File: src/design/lsr_pkg.sv
// Shared constants and carriers for the LIN serial receive status block
package lsr_pkg;
   localparam int unsigned OVERSAMPLE = 16;
   localparam logic [3:0] VERIFY_SAMPLE = 4'h9;
   localparam logic [3:0] MID_SAMPLE = 4'h7;
   localparam logic [3:0] IDLE_BITS = 4'ha;
   localparam logic [15:0] BAUD_DIV_RESET = 16'h0036;
   localparam logic [7:0] LIN_TX_RESET = 8'h00;
   localparam logic [3:0] WAKE_MIN_SAMPLES = 4'h8;

   typedef struct packed {
      logic receive_full_flag;
      logic overrun_flag;
      logic parity_error_flag;
      logic frame_error_flag;
      logic idle_flag;
      logic lin_receive_ready_flag;
   } lsr_flags_type;

   typedef struct packed {
      logic unrequested_data_flag;
      logic lin_bit_error_flag;
      logic lin_frame_overflow_flag;
      logic lin_crc_error_flag;
      logic lin_checksum_error_flag;
   } lsr_lin_err_type;

   typedef struct packed {
      logic lin_transaction_active;
      logic lin_wakeup_active;
      logic dma_request_pending;
   } lsr_activity_type;
endpackage

File: src/design/lsr_baud_tick.sv
// Oversample tick generator for the receiver
`timescale 1ns/1ns
module lsr_baud_tick #(
   parameter int unsigned DIV_WIDTH = 16
) (
   input wire logic clk_i,
   input wire logic resetn_i,
   input wire logic [DIV_WIDTH-1:0] divisor_i,
   output logic tick_o
);
   if (DIV_WIDTH < 2) begin : g_width_check
      $error("DIV_WIDTH too small");
   end
   logic [DIV_WIDTH-1:0] count;
   logic [DIV_WIDTH-1:0] next_count;
   logic next_tick;
   always_comb begin
      next_tick = 1'b0;
      next_count = count + {{(DIV_WIDTH-1){1'b0}}, 1'b1};
      if (count >= divisor_i - {{(DIV_WIDTH-1){1'b0}}, 1'b1}) begin
         next_count = '0;
         next_tick = 1'b1;
      end
   end
   always_ff @(posedge clk_i) begin
      if (!resetn_i) begin
         count <= '0;
         tick_o <= 1'b0;
      end else begin
         count <= next_count;
         tick_o <= next_tick;
      end
   end
endmodule // lsr_baud_tick

File: src/design/lsr_receiver.sv
// Receive path, flag timing and activity status of the LIN serial interface
//
// What this block does
// RULE1 - Idle detection starts counting only after the last stop bit is received.
// RULE2 - Bit timing re-synchronises only on the falling edge of a start bit.
// RULE3 - LIN transaction active reads set while a LIN transaction is ongoing.
// RULE4 - LIN wake-up active reads set while wake-up signal reception is ongoing.
// RULE5 - DMA request pending is set while transmit or receive DMA request waits.
// RULE6 - LIN transmit register reads back the last value written.
// RULE7 - Overrun and parity flags set at tenth sample of last stop bit.
// RULE8 - Receive full flag set at tenth stop sample, never in DMA receive mode.
// RULE9 - LIN error flags set at tenth sample of the last stop bit.
// RULE10 - LIN receive ready set at tenth stop sample, never in DMA receive mode.
// RULE11 - In DMA receive mode each byte raises a receive DMA request instead.
`timescale 1ns/1ns
module lsr_receiver #(
   parameter int unsigned DIV_WIDTH = 16
) (
   input wire logic SYS_CLK_I,
   input wire logic RESETN_I,
   input wire logic RXD_I,
   input wire logic [DIV_WIDTH-1:0] BAUD_DIV_I,
   input wire logic PARITY_EN_I,
   input wire logic PARITY_ODD_I,
   input wire logic DMA_RX_EN_I,
   input wire logic LIN_MODE_I,
   input wire logic LIN_FRAME_START_I,
   input wire logic LIN_FRAME_END_I,
   input wire logic LIN_RX_EXPECTED_I,
   input wire logic LIN_TX_BIT_I,
   input wire logic LIN_TX_DRIVING_I,
   input wire logic LIN_LAST_BYTE_I,
   input wire logic LIN_CRC_BAD_I,
   input wire logic LIN_CHECKSUM_BAD_I,
   input wire logic LIN_TX_WRITE_I,
   input wire logic [7:0] LIN_TX_DATA_I,
   input wire logic TX_DMA_REQ_I,
   input wire logic RX_DMA_ACK_I,
   input wire logic DATA_READ_I,
   input wire lsr_pkg::lsr_flags_type FLAGS_CLEAR_I,
   input wire lsr_pkg::lsr_lin_err_type LIN_ERR_CLEAR_I,
   output logic [7:0] RX_DATA_O,
   output logic [7:0] LIN_TX_READBACK_O,
   output lsr_pkg::lsr_flags_type FLAGS_O,
   output lsr_pkg::lsr_lin_err_type LIN_ERR_O,
   output lsr_pkg::lsr_activity_type ACTIVITY_O,
   output logic RX_DMA_REQ_O
);
   if (DIV_WIDTH < 5) begin : g_width_check
      $error("DIV_WIDTH too small for the reset divisor");
   end

   ////////////////////////////////////////////////////////////////////////////
   // Pin synchroniser: a change counts once stages two and three agree
   logic rx_s1;
   logic rx_s2;
   logic rx_s3;
   logic rx_level;
   logic next_rx_level;
   logic tick;
   always_comb begin
      next_rx_level = rx_level;
      if (rx_s2 == rx_s3) next_rx_level = rx_s3;
   end
   always_ff @(posedge SYS_CLK_I) begin
      if (!RESETN_I) begin
         rx_s1 <= 1'b1;
         rx_s2 <= 1'b1;
         rx_s3 <= 1'b1;
         rx_level <= 1'b1;
      end else begin
         rx_s1 <= RXD_I;
         rx_s2 <= rx_s1;
         rx_s3 <= rx_s2;
         rx_level <= next_rx_level;
      end
   end

   lsr_baud_tick #(.DIV_WIDTH(DIV_WIDTH)) u_tick (
      .clk_i(SYS_CLK_I),
      .resetn_i(RESETN_I),
      .divisor_i(BAUD_DIV_I),
      .tick_o(tick)
   );

   ////////////////////////////////////////////////////////////////////////////
   // Receive state machine
   typedef enum logic [3:0] {
      ST_IDLE = 4'b0001,
      ST_START = 4'b0010,
      ST_DATA = 4'b0100,
      ST_STOP = 4'b1000
   } lsr_rx_state_type;

   lsr_rx_state_type state;
   lsr_rx_state_type next_state;
   logic [3:0] sample;
   logic [3:0] next_sample;
   logic [3:0] bit_count;
   logic [3:0] next_bit_count;
   logic [8:0] shift;
   logic [8:0] next_shift;
   logic rx_prev;
   logic stop_done;
   logic stop_ok;
   logic [3:0] idle_count;
   logic [3:0] next_idle_count;
   logic idle_armed;
   logic next_idle_armed;
   logic [3:0] wake_count;
   logic [3:0] next_wake_count;
   logic wake_active;
   logic next_wake_active;
   logic lin_bit_mismatch;
   logic next_lin_bit_mismatch;
   logic [3:0] frame_bits;

   assign frame_bits = PARITY_EN_I ? 4'h9 : 4'h8;

   always_comb begin
      next_state = state;
      next_sample = sample;
      next_bit_count = bit_count;
      next_shift = shift;
      next_lin_bit_mismatch = lin_bit_mismatch;
      stop_done = 1'b0;
      stop_ok = 1'b0;
      unique case (state)
         ST_IDLE: begin
            // Only a falling start edge realigns the sample phase [RULE2]
            if (rx_prev && !rx_level) begin
               next_state = ST_START;
               next_sample = '0;
               next_lin_bit_mismatch = 1'b0;
            end
         end
         ST_START: begin
            if (tick) begin
               next_sample = sample + 4'h1;
               if (sample == lsr_pkg::MID_SAMPLE && rx_level) next_state = ST_IDLE;
               if (sample == 4'hf) begin
                  next_state = ST_DATA;
                  next_bit_count = '0;
               end
            end
         end
         ST_DATA: begin
            // Data edges are not used for timing; phase runs free from the start edge
            if (tick) begin
               next_sample = sample + 4'h1;
               if (sample == lsr_pkg::MID_SAMPLE) begin
                  next_shift = {rx_level, shift[8:1]};
                  if (LIN_TX_DRIVING_I && (rx_level != LIN_TX_BIT_I)) next_lin_bit_mismatch = 1'b1;
               end
               if (sample == 4'hf) begin
                  next_bit_count = bit_count + 4'h1;
                  if (bit_count == frame_bits - 4'h1) next_state = ST_STOP;
               end
            end
         end
         ST_STOP: begin
            if (tick) begin
               next_sample = sample + 4'h1;
               // Verification ends at the tenth sample, so flags need not wait for the bit end
               if (sample == lsr_pkg::VERIFY_SAMPLE) begin
                  stop_done = 1'b1;
                  stop_ok = rx_level;
                  next_state = ST_IDLE;
               end
            end
         end
         default: next_state = ST_IDLE;
      endcase
   end

   // Idle counting is armed only from the stop bit [RULE1]
   always_comb begin
      next_idle_armed = idle_armed;
      next_idle_count = idle_count;
      if (stop_done) begin
         next_idle_armed = 1'b1;
         next_idle_count = '0;
      end else if (state != ST_IDLE) begin
         next_idle_armed = 1'b0;
      end else if (idle_armed && tick && rx_level) begin
         next_idle_count = idle_count + 4'h1;
      end
   end

   // Wake-up is a dominant pulse seen outside a LIN frame [RULE4]
   always_comb begin
      next_wake_count = wake_count;
      next_wake_active = wake_active;
      if (!LIN_MODE_I || rx_level) begin
         next_wake_count = '0;
         next_wake_active = 1'b0;
      end else if (!ACTIVITY_O.lin_transaction_active && tick) begin
         if (wake_count != 4'hf) next_wake_count = wake_count + 4'h1;
         if (wake_count >= lsr_pkg::WAKE_MIN_SAMPLES) next_wake_active = 1'b1;
      end
   end

   always_ff @(posedge SYS_CLK_I) begin
      if (!RESETN_I) begin
         state <= ST_IDLE;
         sample <= '0;
         bit_count <= '0;
         shift <= '0;
         rx_prev <= 1'b1;
         idle_count <= '0;
         idle_armed <= 1'b0;
         wake_count <= '0;
         wake_active <= 1'b0;
         lin_bit_mismatch <= 1'b0;
      end else begin
         state <= next_state;
         sample <= next_sample;
         bit_count <= next_bit_count;
         shift <= next_shift;
         rx_prev <= rx_level;
         idle_count <= next_idle_count;
         idle_armed <= next_idle_armed;
         wake_count <= next_wake_count;
         wake_active <= next_wake_active;
         lin_bit_mismatch <= next_lin_bit_mismatch;
      end
   end

   ////////////////////////////////////////////////////////////////////////////
   // Flags: hardware set wins over a clear in the same cycle
   lsr_pkg::lsr_flags_type next_flags;
   lsr_pkg::lsr_lin_err_type next_lin_err;
   logic [7:0] next_rx_data;
   logic next_rx_dma_req;
   logic next_lin_active;
   logic [7:0] next_lin_tx;
   logic parity_bad;
   logic [7:0] data_byte;

   assign data_byte = PARITY_EN_I ? shift[7:0] : shift[8:1];
   assign parity_bad = PARITY_EN_I && ((^shift) ^ PARITY_ODD_I);

   always_comb begin
      next_flags = FLAGS_O & ~FLAGS_CLEAR_I;
      next_lin_err = LIN_ERR_O & ~LIN_ERR_CLEAR_I;
      next_rx_data = RX_DATA_O;
      next_rx_dma_req = RX_DMA_REQ_O && !RX_DMA_ACK_I;
      next_lin_active = ACTIVITY_O.lin_transaction_active;
      next_lin_tx = LIN_TX_READBACK_O;
      if (DATA_READ_I) next_flags.receive_full_flag = 1'b0;
      if (idle_armed && tick && rx_level && idle_count == lsr_pkg::IDLE_BITS * 4'h0 + 4'hf) begin
         next_flags.idle_flag = 1'b1; // [RULE1]
      end
      if (stop_done) begin
         next_rx_data = data_byte;
         next_flags.overrun_flag = FLAGS_O.overrun_flag | FLAGS_O.receive_full_flag | RX_DMA_REQ_O; // [RULE7]
         next_flags.parity_error_flag = FLAGS_O.parity_error_flag | parity_bad; // [RULE7]
         next_flags.frame_error_flag = FLAGS_O.frame_error_flag | !stop_ok;
         if (DMA_RX_EN_I) begin
            next_rx_dma_req = 1'b1; // [RULE11]
         end else begin
            next_flags.receive_full_flag = 1'b1; // [RULE8]
            if (LIN_MODE_I && LIN_RX_EXPECTED_I) next_flags.lin_receive_ready_flag = 1'b1; // [RULE10]
         end
         if (LIN_MODE_I) begin
            // All LIN error flags share the stop-verification moment [RULE9]
            if (!ACTIVITY_O.lin_transaction_active) next_lin_err.unrequested_data_flag = 1'b1;
            if (lin_bit_mismatch) next_lin_err.lin_bit_error_flag = 1'b1;
            if (ACTIVITY_O.lin_transaction_active && !LIN_RX_EXPECTED_I && !LIN_TX_DRIVING_I) begin
               next_lin_err.lin_frame_overflow_flag = 1'b1;
            end
            if (LIN_LAST_BYTE_I && LIN_CRC_BAD_I) next_lin_err.lin_crc_error_flag = 1'b1;
            if (LIN_LAST_BYTE_I && LIN_CHECKSUM_BAD_I) next_lin_err.lin_checksum_error_flag = 1'b1;
         end
      end
      // Active from frame start to frame end [RULE3]
      if (!LIN_MODE_I || LIN_FRAME_END_I) next_lin_active = 1'b0;
      else if (LIN_FRAME_START_I) next_lin_active = 1'b1;
      if (LIN_TX_WRITE_I) next_lin_tx = LIN_TX_DATA_I; // [RULE6]
   end

   always_ff @(posedge SYS_CLK_I) begin
      if (!RESETN_I) begin
         FLAGS_O <= '0;
         LIN_ERR_O <= '0;
         RX_DATA_O <= '0;
         RX_DMA_REQ_O <= 1'b0;
         ACTIVITY_O <= '0;
         LIN_TX_READBACK_O <= lsr_pkg::LIN_TX_RESET;
      end else begin
         FLAGS_O <= next_flags;
         LIN_ERR_O <= next_lin_err;
         RX_DATA_O <= next_rx_data;
         RX_DMA_REQ_O <= next_rx_dma_req;
         ACTIVITY_O.lin_transaction_active <= next_lin_active;
         ACTIVITY_O.lin_wakeup_active <= next_wake_active;
         // Pending while either direction waits for service [RULE5]
         ACTIVITY_O.dma_request_pending <= next_rx_dma_req | TX_DMA_REQ_I;
         LIN_TX_READBACK_O <= next_lin_tx;
      end
   end
endmodule // lsr_receiver

File: config.mk
export PLATFORM = sky130hd
export DESIGN_NAME = lsr_receiver
export DESIGN_NICKNAME = d
export VERILOG_FILES = /design/src/design/lsr_pkg.sv /design/src/design/lsr_baud_tick.sv /design/src/design/lsr_receiver.sv
export SDC_FILE = /design/constraint.sdc
export NUM_CORES = 1
export LEC_CHECK = 0
export BUFFER_PORTS_ARGS = -buffer_cell sky130_fd_sc_hd__buf_2
export CORE_MARGIN = 8
export CORE_UTILIZATION = 45
export DETAILED_ROUTE_END_ITERATION = 12
export GPL_TIMING_DRIVEN = 0
export PLACE_DENSITY = 0.67
export SETUP_SLACK_MARGIN = 0.05
export SYNTH_ARGS = -nofsm -noshare
export SYNTH_HDL_FRONTEND = slang
export SYNTH_SLANG_ARGS = --single-unit
File: constraint.sdc
create_clock -name SYS_CLK_I -period 3.9 [get_ports SYS_CLK_I]
set_clock_uncertainty 0.1 [all_clocks]
set_input_delay 0.585 -clock SYS_CLK_I [delete_from_list [all_inputs] [get_ports SYS_CLK_I]]
set_output_delay 0.585 -clock SYS_CLK_I [all_outputs]
set_load 0.005 [all_outputs]
Yosys cells after proc, flatten, opt, wreduce, memory -nomap -nowiden
Index checks and enable logic that the tools add are counted.

storage, ports and cells
  logic and storage cells = 171
  register bits = 84

cells by class
  bitwise operators = 12
  add/subtract/negate cells = 7
  mux-type cells = 52
  reductions and logical operators = 41
  eq/ne operators = 25
  order comparisons = 2

operator list
  cell                                                  count
  2-to-1 mux 4 bit                                      16
  2-to-1 mux 1 bit                                      29
  adder 16 x 1 -> 16 bit (second input constant)        1
  adder 4 x 1 -> 4 bit (second input constant)          4
  equality test 4 bit (second input constant)           4
  >= comparator 16 bit                                  1
  one-hot mux 4 bit (2 select lines)                    2
  one-hot mux 4 bit (4 select lines)                    1
  subtractor 16 x 1 -> 16 bit (second input constant)   1
  logical AND 1 bit                                     14
  != test 2 bit (second input constant)                 7
  2-to-1 mux 5 bit                                      2
  AND reduction 5 bit                                   2
  XOR reduction 9 bit                                   1
  equality test 4 x 3 -> 1 bit (second input constant)  2
  2-to-1 mux 8 bit                                      1
  != test 2 x 1 -> 1 bit (second input constant)        4
  AND reduction 8 bit                                   1
  nonzero test 2 bit                                    4
  OR reduction 2 bit                                    4
  zero test 1 bit                                       7
  AND 6 bit                                             1
  NOT 6 bit                                             1
  AND reduction 2 bit                                   3
  19 further kinds                                      26

Longest topological paths before layout
Gate-level depths: netlist (run 1).

  depth after elaboration = 7
  depth in mapped cells = 13
  mapped depth without buffers = 12

Cells and area by module
From an unflattened synthesis (run 1), not the netlist that was laid out.

unflattened totals
  cells, all modules = 479
  area, all modules = 4241.6 µm²

by module, submodules not included
  module         cells an instance  area each (µm²)  instances
  lsr_receiver   326                2976.6           1
  lsr_baud_tick  153                1265.0           1

Least setup slack after synthesis (run 1)
Ideal clock, no wire load.

  path kind = input to register
  start = input port BAUD_DIV_I[7]
  end = register u_tick.count[10]
  path slack = 0.358 ns
  stages = 11
  library setup time = 0.132 ns
  arrival time = 3.310 ns
  cells stage by stage = or4_4 or4_4 nor3b_2 xnor2_1 ha_1 nand4_1 nor3_1 o21ai_0 o21ai_1 clkbuf_1 nor3_1

on the way
  longest elaborated chain between the ends = 3

RTL lines
  item                          line                 text
  from (decl)                   lsr_receiver.sv:22   input wire logic [DIV_WIDTH-1:0] BAUD_DIV_I,
  subtractor 16 x 1 -> 16 bit   lsr_baud_tick.sv:20  if (count >= divisor_i - {{(DIV_WIDTH-1){1'b0}}, 1'b1}) begin
  >= comparator 16 bit          lsr_baud_tick.sv:20
  OR reduction 2 bit (no line)  --
  to (signal assigned)          lsr_baud_tick.sv:30  count <= next_count;
  to (decl)                     lsr_baud_tick.sv:14  logic [DIV_WIDTH-1:0] count;

Every way passes these cells.
A chain may end at the register's enable or synchronous reset.

Final worst setup path (run 1)
Same ends and word-level chain as after synthesis.

==> results of run 1 <==
layer usage:
metal	vias to the layer above	GRT usage
met5	-	0
met4	0	0.0586
met3	14	0.0460
met2	80	0.266
met1	1679	0.173
li1	1887	-
Yosys cell counts, types with 2 or more instances:
master and number:
nand3b_1 2, nand4_1 9, clkbuf_1 14, xor2_1 19, nor4_1 4, nor3_1 25, nor2_1 65, buf_2 6
a31oi_1 2, xnor2_1 24, inv_1 13, and2_1 3, nand3_1 17, nand2_1 31, a21oi_1 22, mux2i_1 28
dfxtp_1 84, nor2b_1 3, a211oi_1 11, and3_1 5, buf_4 2, o22ai_1 2, o2111ai_1 2, or4_4 3
nand2b_1 15, nor4b_1 2, o21ai_0 13, or3_1 3, a21o_1 4, ha_1 24
registers in the layout, summed over array words and instances (netlist names), 3 cells and up:
| register | flops |
|---|---|
| RX_DATA_O | 8 |
| LIN_ERR_O | 5 |
| LIN_TX_READBACK_O | 8 |
| bit_count | 4 |
| FLAGS_O | 6 |
| idle_count | 4 |
| wake_count | 4 |
| u_tick.count | 16 |
| sample | 4 |
| state | 4 |
| ACTIVITY_O | 3 |
| shift | 9 |
stage by stage:
stage               setup WS [ns]  hold slack [ns]  std cells
detailed placement         -0.337            0.315        696
CTS                         0.158            0.285        712
finish                      0.312            0.301        712
global placement           -0.261            0.292        696
floorplan                   0.358            0.286        485
global route                0.132            0.298        712
final timing paths:
check,startpoint,endpoint,slack (ns),depth (start not counted)
max,BAUD_DIV_I[7],u_tick.count[10],0.31,12
min,LIN_FRAME_END_I,ACTIVITY_O[2],0.30,2
max reg2reg,u_tick.count[9],u_tick.count[10],1.46,7
min reg2reg,rx_s1,rx_s2,0.33,1
final cells by class:
class                      count  area, um^2  share of cell area
tap                          129         161              0.0318
timing repair buffer          82         410              0.0809
sequential                    84        1680               0.332
clock inverter                 7        76.3              0.0151
inverter                      14        52.6              0.0104
clock buffer                   9         124              0.0244
multi-input combinational    365        2470               0.486
buffer                        22        98.8              0.0195
kinds of logic (layout without fill, tap and decap cells):
kind of cell,count (synthesis),after routing,synth area share
AOI/OAI and AO/OA,68,68,0.0997
xor gates and xnor gates,44,44,0.0929
adders and majority gates,24,24,0.0699
buffers and inverters,36,134,0.0350
DFF,84,84,0.392
muxes,28,28,0.0653
and+or+nand+nor,201,201,0.246
timing repair:
action,in CTS,in global routing
cloned,0,0
setup endpoints to repair,7,10
hold endpoints to repair,0,0
resized for setup,1,1
setup buffers,0,0
where the power goes:
| group | internal, W | leakage [nW] | switching [W] |
|---|---|---|---|
| combinational | 0.0000560 | 1.32 | 0.0000625 |
| clock | 0.000299 | 0.0958 | 0.000318 |
| sequential | 0.000867 | 0.680 | 0.00000643 |
| total | 0.00122 | 2.10 | 0.000387 |
==> run_results.csv, run 1 <==
group,metric,value,unit
cts,clk_pin_slew_worst_paths,0.08,ns
logic_synthesis,synth-async-reset-ratio,0,
placed_design,dp_hpwl,7570,um
sta,grt_setup_unrepaired,"false",
sta,tightest_slew,0.663,ns
floorplanning,start_util,0.465,
finish,drive_above_1_share,0.204,
cts,insertion_delay,0.35,ns
cts,cts_inserted_buffers,9,
placed_design,place.gp.congestion,0.823,
drt,vias,3660,
worst_setup_path,critPathCaptureType,"register",
drt,avgViaCountPerCell,5.14,
logic_synthesis,yosysSeqAreaShare,0.392,
sta,period_needed,3.59,ns
logic_synthesis,syn_inst,485,
finish,area_delta_synth_final,18.1,%
power,total_power,0.00161,W
worst_setup_path,max_stage_delay,0.55,ns
cts,clockBufferDepth,2,
job,max_cap_viol_count,0,
sta,slew_viol_final,0,
global_route,grt_pass1_vias,3689,
sta,fmax,279,MHz
finish,final_common_cell,"buf_2",
worst_setup_path,cp.required,4.01,ns
drt,drt-initial-drc-count,180,
floorplanning,io_pins,85,
sta,period_share,0.920,
drt,drtPass1Iterations,6,
logic_synthesis,synth_cell_types,58,
logic_synthesis,synth-seq-cells,84,
placed_design,placed_area,0.00487,mm^2
finish,postLayoutCoreUtil,0.549,
logic_synthesis,syn_nets,563,
logic_synthesis,syn_area,0.00429,mm^2
global_route,grt_first_pass_wirelength,16500,um
drt,route.met2.wl,4550,um
worst_setup_path,arrival,3.70,ns
sta,report.final.hold_viol_count,0,
finish,fill_cells,882,
drt,routed.top_layer,"met4",
sta,setup_violations,0,
cts,h-tree-depth,3,
power,p_leak,2.10,nW
finish,n_antenna_cell,0,
floorplanning,core_area,0.00924,mm^2
finish,finish.instance_area,0.00507,mm^2
sta,timing.setup.tns,0,ns
logic_synthesis,yosys.area.top_type,"dfxtp_1",
floorplanning,die_h,114,um
worst_setup_path,crit_fanout,10,
logic_synthesis,synth_top_area_share,0.392,
cts,cts_num_sinks,84,
logic_synthesis,synth_edf_count,0,
global_route,grt.total_usage,0.153,
hold_path,hold_class,"in2reg",
worst_setup_path,crit_family,"simple AND/OR/NAND/NOR gates",
drt,wl,9590,um
cts,cts_tree,"done",
finish,layout_common_cells,"buf_2 (88), dfxtp_1 (84), nor2_1 (65)",
cts,postCtsHoldBufs,0,
global_route,antenna_found_initial,0,
floorplanning,dieArea,0.0129,mm^2
global_route,grt_max_degree,16,
worst_setup_path,worstPathCellList,"buf_2, or4_4, or4_4, nor3b_2, xnor2_1, ha_1, nand4_1, nor3_1, o21ai_0, o21ai_2, clkbuf_2, nor3_1",
worst_setup_path,worst_path_max_delay_cell,"or4_4",
floorplanning,die_w,114,um
global_route,grt_remaining_overflow,0,
logic_synthesis,yosysWarnings,0,
logic_synthesis,synth_area_leaders,"dfxtp_1 (39%), ha_1 (7.0%), mux2i_1 (6.5%)",
drt,wl_met1,4290,um
drt,route.detailed.drc,0,
worst_setup_path,crit_path_start_kind,"primary input",
drt,wire_per_inst,13.5,um
worst_setup_path,crit_type,"in2reg",
power,ir_worst_vdd,140,uV
power,p_per_area,317,mW/mm^2
sta,slew_headroom,0.551,
cts,ctsRootBufferMaster,"clkbuf_8",
outcome,status,"finished, final reports clean",
drt,ant_nets,0,
logic_synthesis,synth-main-ff-cell,"dfxtp_1",
drt,wl_met3,614,um
worst_setup_path,cp_num_buf_inv,2,
floorplanning,floorplan.rows,35,
logic_synthesis,avgSynthCellArea,8.85,um^2
placed_design,portBuffers,82,
finish,nets,656,
Power figures use the tool's default switching activity.
==> run 2: changes to the inputs <==
PLACE_DENSITY = unset   (was 0.67)
PLACE_DENSITY_LB_ADDON = 0.1   (was unset)
==> run_results.csv, run 2 (same netlist as run 1, synthesis figures left out) <==
group,metric,value,unit
drt,drt-initial-drc-count,143,
sta,fin_hold_ws,0.295,ns
worst_setup_path,crit_fanout,10,
finish,postLayoutCoreUtil,0.555,
finish,reg_top3,"u_tick.count: 16 flops, shift: 9 flops",
hold_path,hold_class,"in2reg",
worst_setup_path,critPathCaptureType,"register",
sta,report.final.hold_viol_count,0,
floorplanning,start_util,0.465,
sta,grt_setup_unrepaired,"false",
floorplanning,dieArea,0.0129,mm^2
cts,insertion_delay,0.35,ns
cts,postCtsHoldBufs,0,
finish,area_delta_synth_final,19.3,%
cts,h-tree-depth,3,
finish,fill_cells,850,
drt,route.detailed.drc,0,
sta,fin_ws,0.303,ns
worst_setup_path,crit_type,"in2reg",
worst_setup_path,arrival,3.71,ns
sta,tightest_slew,0.683,ns
cts,clk_pin_slew_worst_paths,0.08,ns
cts,cts_tree,"done",
cts,cts_num_sinks,84,
placed_design,portBuffers,82,
cts,clockBufferDepth,2,
worst_setup_path,regToRegSetupSlack,1.53,ns
power,p_sw,0.000375,W
worst_setup_path,cp.required,4.02,ns
floorplanning,die_h,114,um
power,power.internal,0.00135,W
global_route,antenna_found_initial,0,
floorplanning,core_area,0.00924,mm^2
drt,wl,9700,um
sta,period_needed,3.60,ns
cts,cts_inserted_buffers,9,
finish,largest_reg_flops,16,
placed_design,place_ws,-0.389,ns
power,ir_worst_vdd,210,uV
outcome,status,"finished, final reports clean",
power,p_leak,2.12,nW
floorplanning,die_w,114,um
power,switching_share,0.218,
placed_design,place.gp.congestion,0.851,
sta,timing.setup.tns,0,ns
power,comb_power_share,0.070,
floorplanning,floorplan.rows,35,
global_route,grt_first_pass_wirelength,16400,um
drt,wire_per_inst,13.6,um
sta,period_share,0.922,
floorplanning,io_pins,85,
finish,top_register,"u_tick.count",
finish,n_antenna_cell,0,
drt,ant_nets,0,
worst_setup_path,crit_path_start_kind,"primary input",
job,max_cap_viol_count,0,
finish,drive_above_1_share,0.205,
global_route,grt_max_degree,15,
drt,drtPass1Iterations,4,
finish,layout_common_cells,"buf_2 (88), dfxtp_1 (84), nor2_1 (65)",
global_route,grt_pass1_vias,3597,
power,p_per_area,336,mW/mm^2
power,seqPwrFrac,0.507,
finish,nets,658,
sta,setup_violations,0,
finish,final_common_cell,"buf_2",
placed_design,dp_hpwl,7550,um
drt,vias,3657,
cts,ctsRootBufferMaster,"clkbuf_8",
power,clockPowerShare,0.423,
drt,avgViaCountPerCell,5.13,
sta,slew_viol_final,0,
global_route,grt_remaining_overflow,0,
sta,slew_headroom,0.538,
global_route,grt.total_usage,0.153,
sta,fmax,278,MHz
## run 2: cell types whose count changed in the layout (fill, tap and decap cells not counted), sizes merged
cell / before / now
buf: 90 / 92
bufinv: 1 / 3
clkinv: 4 / 2
inv: 14 / 13
## run 2: repair_timing
action / CTS / global route
setup buffers: 0 / 2
resized for setup: 1 / 2
pin swaps: 0 / 1
endpoints found under the setup margin: 10 / 10
## run 2: power by group through the flow
| stage | sequential (W) | combinational [W] | clock, W |
|---|---|---|---|
| after floorplan | 0.000893 | 0.0000644 | 0 |
| after global placement | 0.000893 | 0.000117 | 0 |
| after detailed placement | 0.000893 | 0.000120 | 0 |
| after CTS | 0.000873 | 0.000121 | 0.000751 |
| after global routing | 0.000875 | 0.000135 | 0.000790 |
| final | 0.000873 | 0.000120 | 0.000729 |
## run 2: worst paths after layout
check,from,end,depth (start not counted)
worst max-delay path,BAUD_DIV_I[7],u_tick.count[11],10
worst min-delay path,LIN_FRAME_END_I,ACTIVITY_O[2],2
worst min register to register,rx_s1,rx_s2,1
worst max register to register,u_tick.count[9],u_tick.count[11],7
## run 2: through the flow
stage | instance area (um^2) | power [W] | instances
2_1_floorplan | 4290 | 0.000957 | 485
3_3_place_gp | 4870 | 0.00101 | 696
3_5_place_dp | 4870 | 0.00101 | 696
4_1_cts | 5110 | 0.00174 | 711
5_1_grt | 5120 | 0.00180 | 713
6_report | 5120 | 0.00172 | 713
## run 2: final cells by class
class / instances / area [um^2] / share of cell area
sequential: 84 / 1680 / 0.328
timing repair buffer: 84 / 425 / 0.0830
tap: 129 / 161 / 0.0315
clock buffer: 9 / 124 / 0.0242
inverter: 14 / 52.6 / 0.0103
buffer: 22 / 98.8 / 0.0193
clock inverter: 6 / 114 / 0.0222
multi-input combinational: 365 / 2470 / 0.481
## run 2: critical path: stages
cell      delay (ns)
buf_2           0.12
or4_4           0.56
or4_4           0.53
nor3b_2         0.22
xnor2_1         0.11
ha_1            0.30
nand4_1         0.17
o221ai_1        0.57
clkbuf_1        0.45
nor3_1          0.10
## run 2: layer usage
layer  routed length [um]  up-vias  global-route usage  part of all wire
met4                  170        0              0.0577             0.018
met3                  517       21              0.0386             0.053
met1                 4390     1662               0.178              0.45
met5                    0        -                   0                 0
li1                     -     1888                   -                 -
met2                 4620       86               0.263              0.48
==> run 3: changes to the inputs <==
BUFFER_PORTS_ARGS = -buffer_cell sky130_fd_sc_hd__buf_4   (was -buffer_cell sky130_fd_sc_hd__buf_2)
==> run_results.csv, run 3 (same netlist as run 1, synthesis figures left out) <==
group,metric,value,unit
outcome,status,"finished, final reports clean",
placed_design,place.gp.congestion,0.847,
worst_setup_path,worst_path_max_delay_cell,"or4_4",
worst_setup_path,worstPathCellList,"buf_4, or4_4, or4_4, nor3b_2, xnor2_1, ha_1, nand4_1, nor3_1, o21ai_0, o21ai_2, clkbuf_2, nor3_1",
sta,grt_setup_unrepaired,"false",
cts,cts_inserted_buffers,9,
cts,clockBufferDepth,2,
worst_setup_path,max_stage_delay,0.54,ns
job,max_cap_viol_count,0,
worst_setup_path,critPathCaptureType,"register",
finish,largest_reg_flops,16,
finish,fin_cells,711,
drt,drtPass1Iterations,4,
power,p_per_area,314,mW/mm^2
drt,vias,3647,
floorplanning,dieArea,0.0129,mm^2
sta,fmax,282,MHz
worst_setup_path,crit_fanout,10,
worst_setup_path,cp_num_buf_inv,2,
worst_setup_path,arrival,3.67,ns
finish,top_register,"u_tick.count",
worst_setup_path,crit_cells,12,
drt,drt-initial-drc-count,143,
finish,area_delta_synth_final,23.0,%
placed_design,place_ws,-0.334,ns
drt,route.detailed.drc,0,
global_route,grt_remaining_overflow,0,
finish,reg_top3,"u_tick.count: 16 flops, shift: 9 flops",
global_route,grt_first_pass_wirelength,16100,um
global_route,grt.total_usage,0.150,
power,ir_worst_vdd,180,uV
global_route,grt_pass1_vias,3597,
cts,clk_pin_slew_worst_paths,0.08,ns
cts,insertion_delay,0.35,ns
sta,report.final.hold_viol_count,0,
worst_setup_path,ff2ff_path_depth,7,
sta,tightest_slew,0.702,ns
drt,wl,9690,um
power,p_leak,2.15,nW
cts,postCtsHoldBufs,0,
global_route,antenna_found_initial,0,
finish,postLayoutCoreUtil,0.571,
sta,period_needed,3.55,ns
placed_design,dp_hpwl,7630,um
worst_setup_path,cp.required,4.02,ns
floorplanning,io_pins,85,
worst_setup_path,crit_type,"in2reg",
cts,ctsRootBufferMaster,"clkbuf_8",
cts,cts_setup_buffers,0,
drt,avgViaCountPerCell,5.13,
finish,nets,656,
power,total_power,0.00166,W
drt,wire_per_inst,13.6,um
global_route,grt_max_degree,14,
sta,setup_violations,0,
placed_design,portBuffers,82,
worst_setup_path,crit_family,"simple AND/OR/NAND/NOR gates",
drt,ant_nets,0,
cts,cts-resized-gates,1,
finish,drive_above_1_share,0.203,
sta,slew_viol_final,0,
sta,period_share,0.910,
floorplanning,die_h,114,um
cts,h-tree-depth,3,
sta,fin_ws,0.350,ns
sta,slew_headroom,0.525,
worst_setup_path,crit_path_start_kind,"primary input",
cts,cts_num_sinks,84,
floorplanning,core_area,0.00924,mm^2
hold_path,hold_class,"in2reg",
sta,timing.setup.tns,0,ns
hold_path,worst_hold_path.num_cells,2,
floorplanning,floorplan.rows,35,
finish,n_antenna_cell,0,
finish,layout_common_cells,"dfxtp_1 (84), buf_4 (84), nor2_1 (65)",
finish,fill_cells,864,
placed_design,place_inst,696,
floorplanning,die_w,114,um
cts,cts_tree,"done",
floorplanning,start_util,0.465,
==> run 3: changes by cell type in the layout (fill, tap and decap cells not counted), sizes merged <==
cell      previous run  this run
clkinv               2         5
buf                 92        90
clkinvlp             2         0
bufinv               3         2
==> run 3: worst paths after layout <==
path	slack, ns	start	to
setup / recovery	0.35	BAUD_DIV_I[7]	u_tick.count[7]
hold / removal	0.28	LIN_FRAME_END_I	ACTIVITY_O[2]
setup reg to reg	1.50	u_tick.count[9]	u_tick.count[7]
hold reg to reg	0.31	rx_s1	rx_s2
==> run 3: metrics by stage <==
step / hold WS [ns] / cell area [um^2]
floorplan: 0.286 / 4290
global placement: 0.292 / 5070
detailed placement: 0.298 / 5070
CTS: 0.273 / 5280
global route: 0.275 / 5280
finish: 0.283 / 5280
==> run 3: metal layers <==
metal	vias up	track usage	wire length, um
li1	1890	-	-
met1	1663	0.174	4380
met2	81	0.256	4620
met3	13	0.0380	528
met4	0	0.0631	159
met5	-	0	0
==> run 3: worst reg2reg max path, delay by kind of cell, from the launching register on <==
kind,cells,cell delay [ns]
AOI/OAI and AO/OA,4,0.99
adders and majority gates,1,0.32
buffers and inverters,1,0.33
DFF,1,0.34
and+or+nand+nor,1,0.23
==> run 3: report_power, final <==
group,internal (W),total (W),switching (W)
clock,0.000353,0.000647,0.000295
sequential,0.000867,0.000874,0.00000684
combinational,0.0000730,0.000136,0.0000625
==> run 3: area by class of cell <==
type,count,area (um^2),area share
Sequential cell,84,1680,0.318
Buffer,22,98.8,0.0187
Inverter,14,52.6,0.00995
Timing Repair Buffer,82,616,0.117
Tap cell,129,161,0.0306
Multi-Input combinational cell,365,2470,0.467
Clock inverter,6,80.1,0.0152
Clock buffer,9,124,0.0235
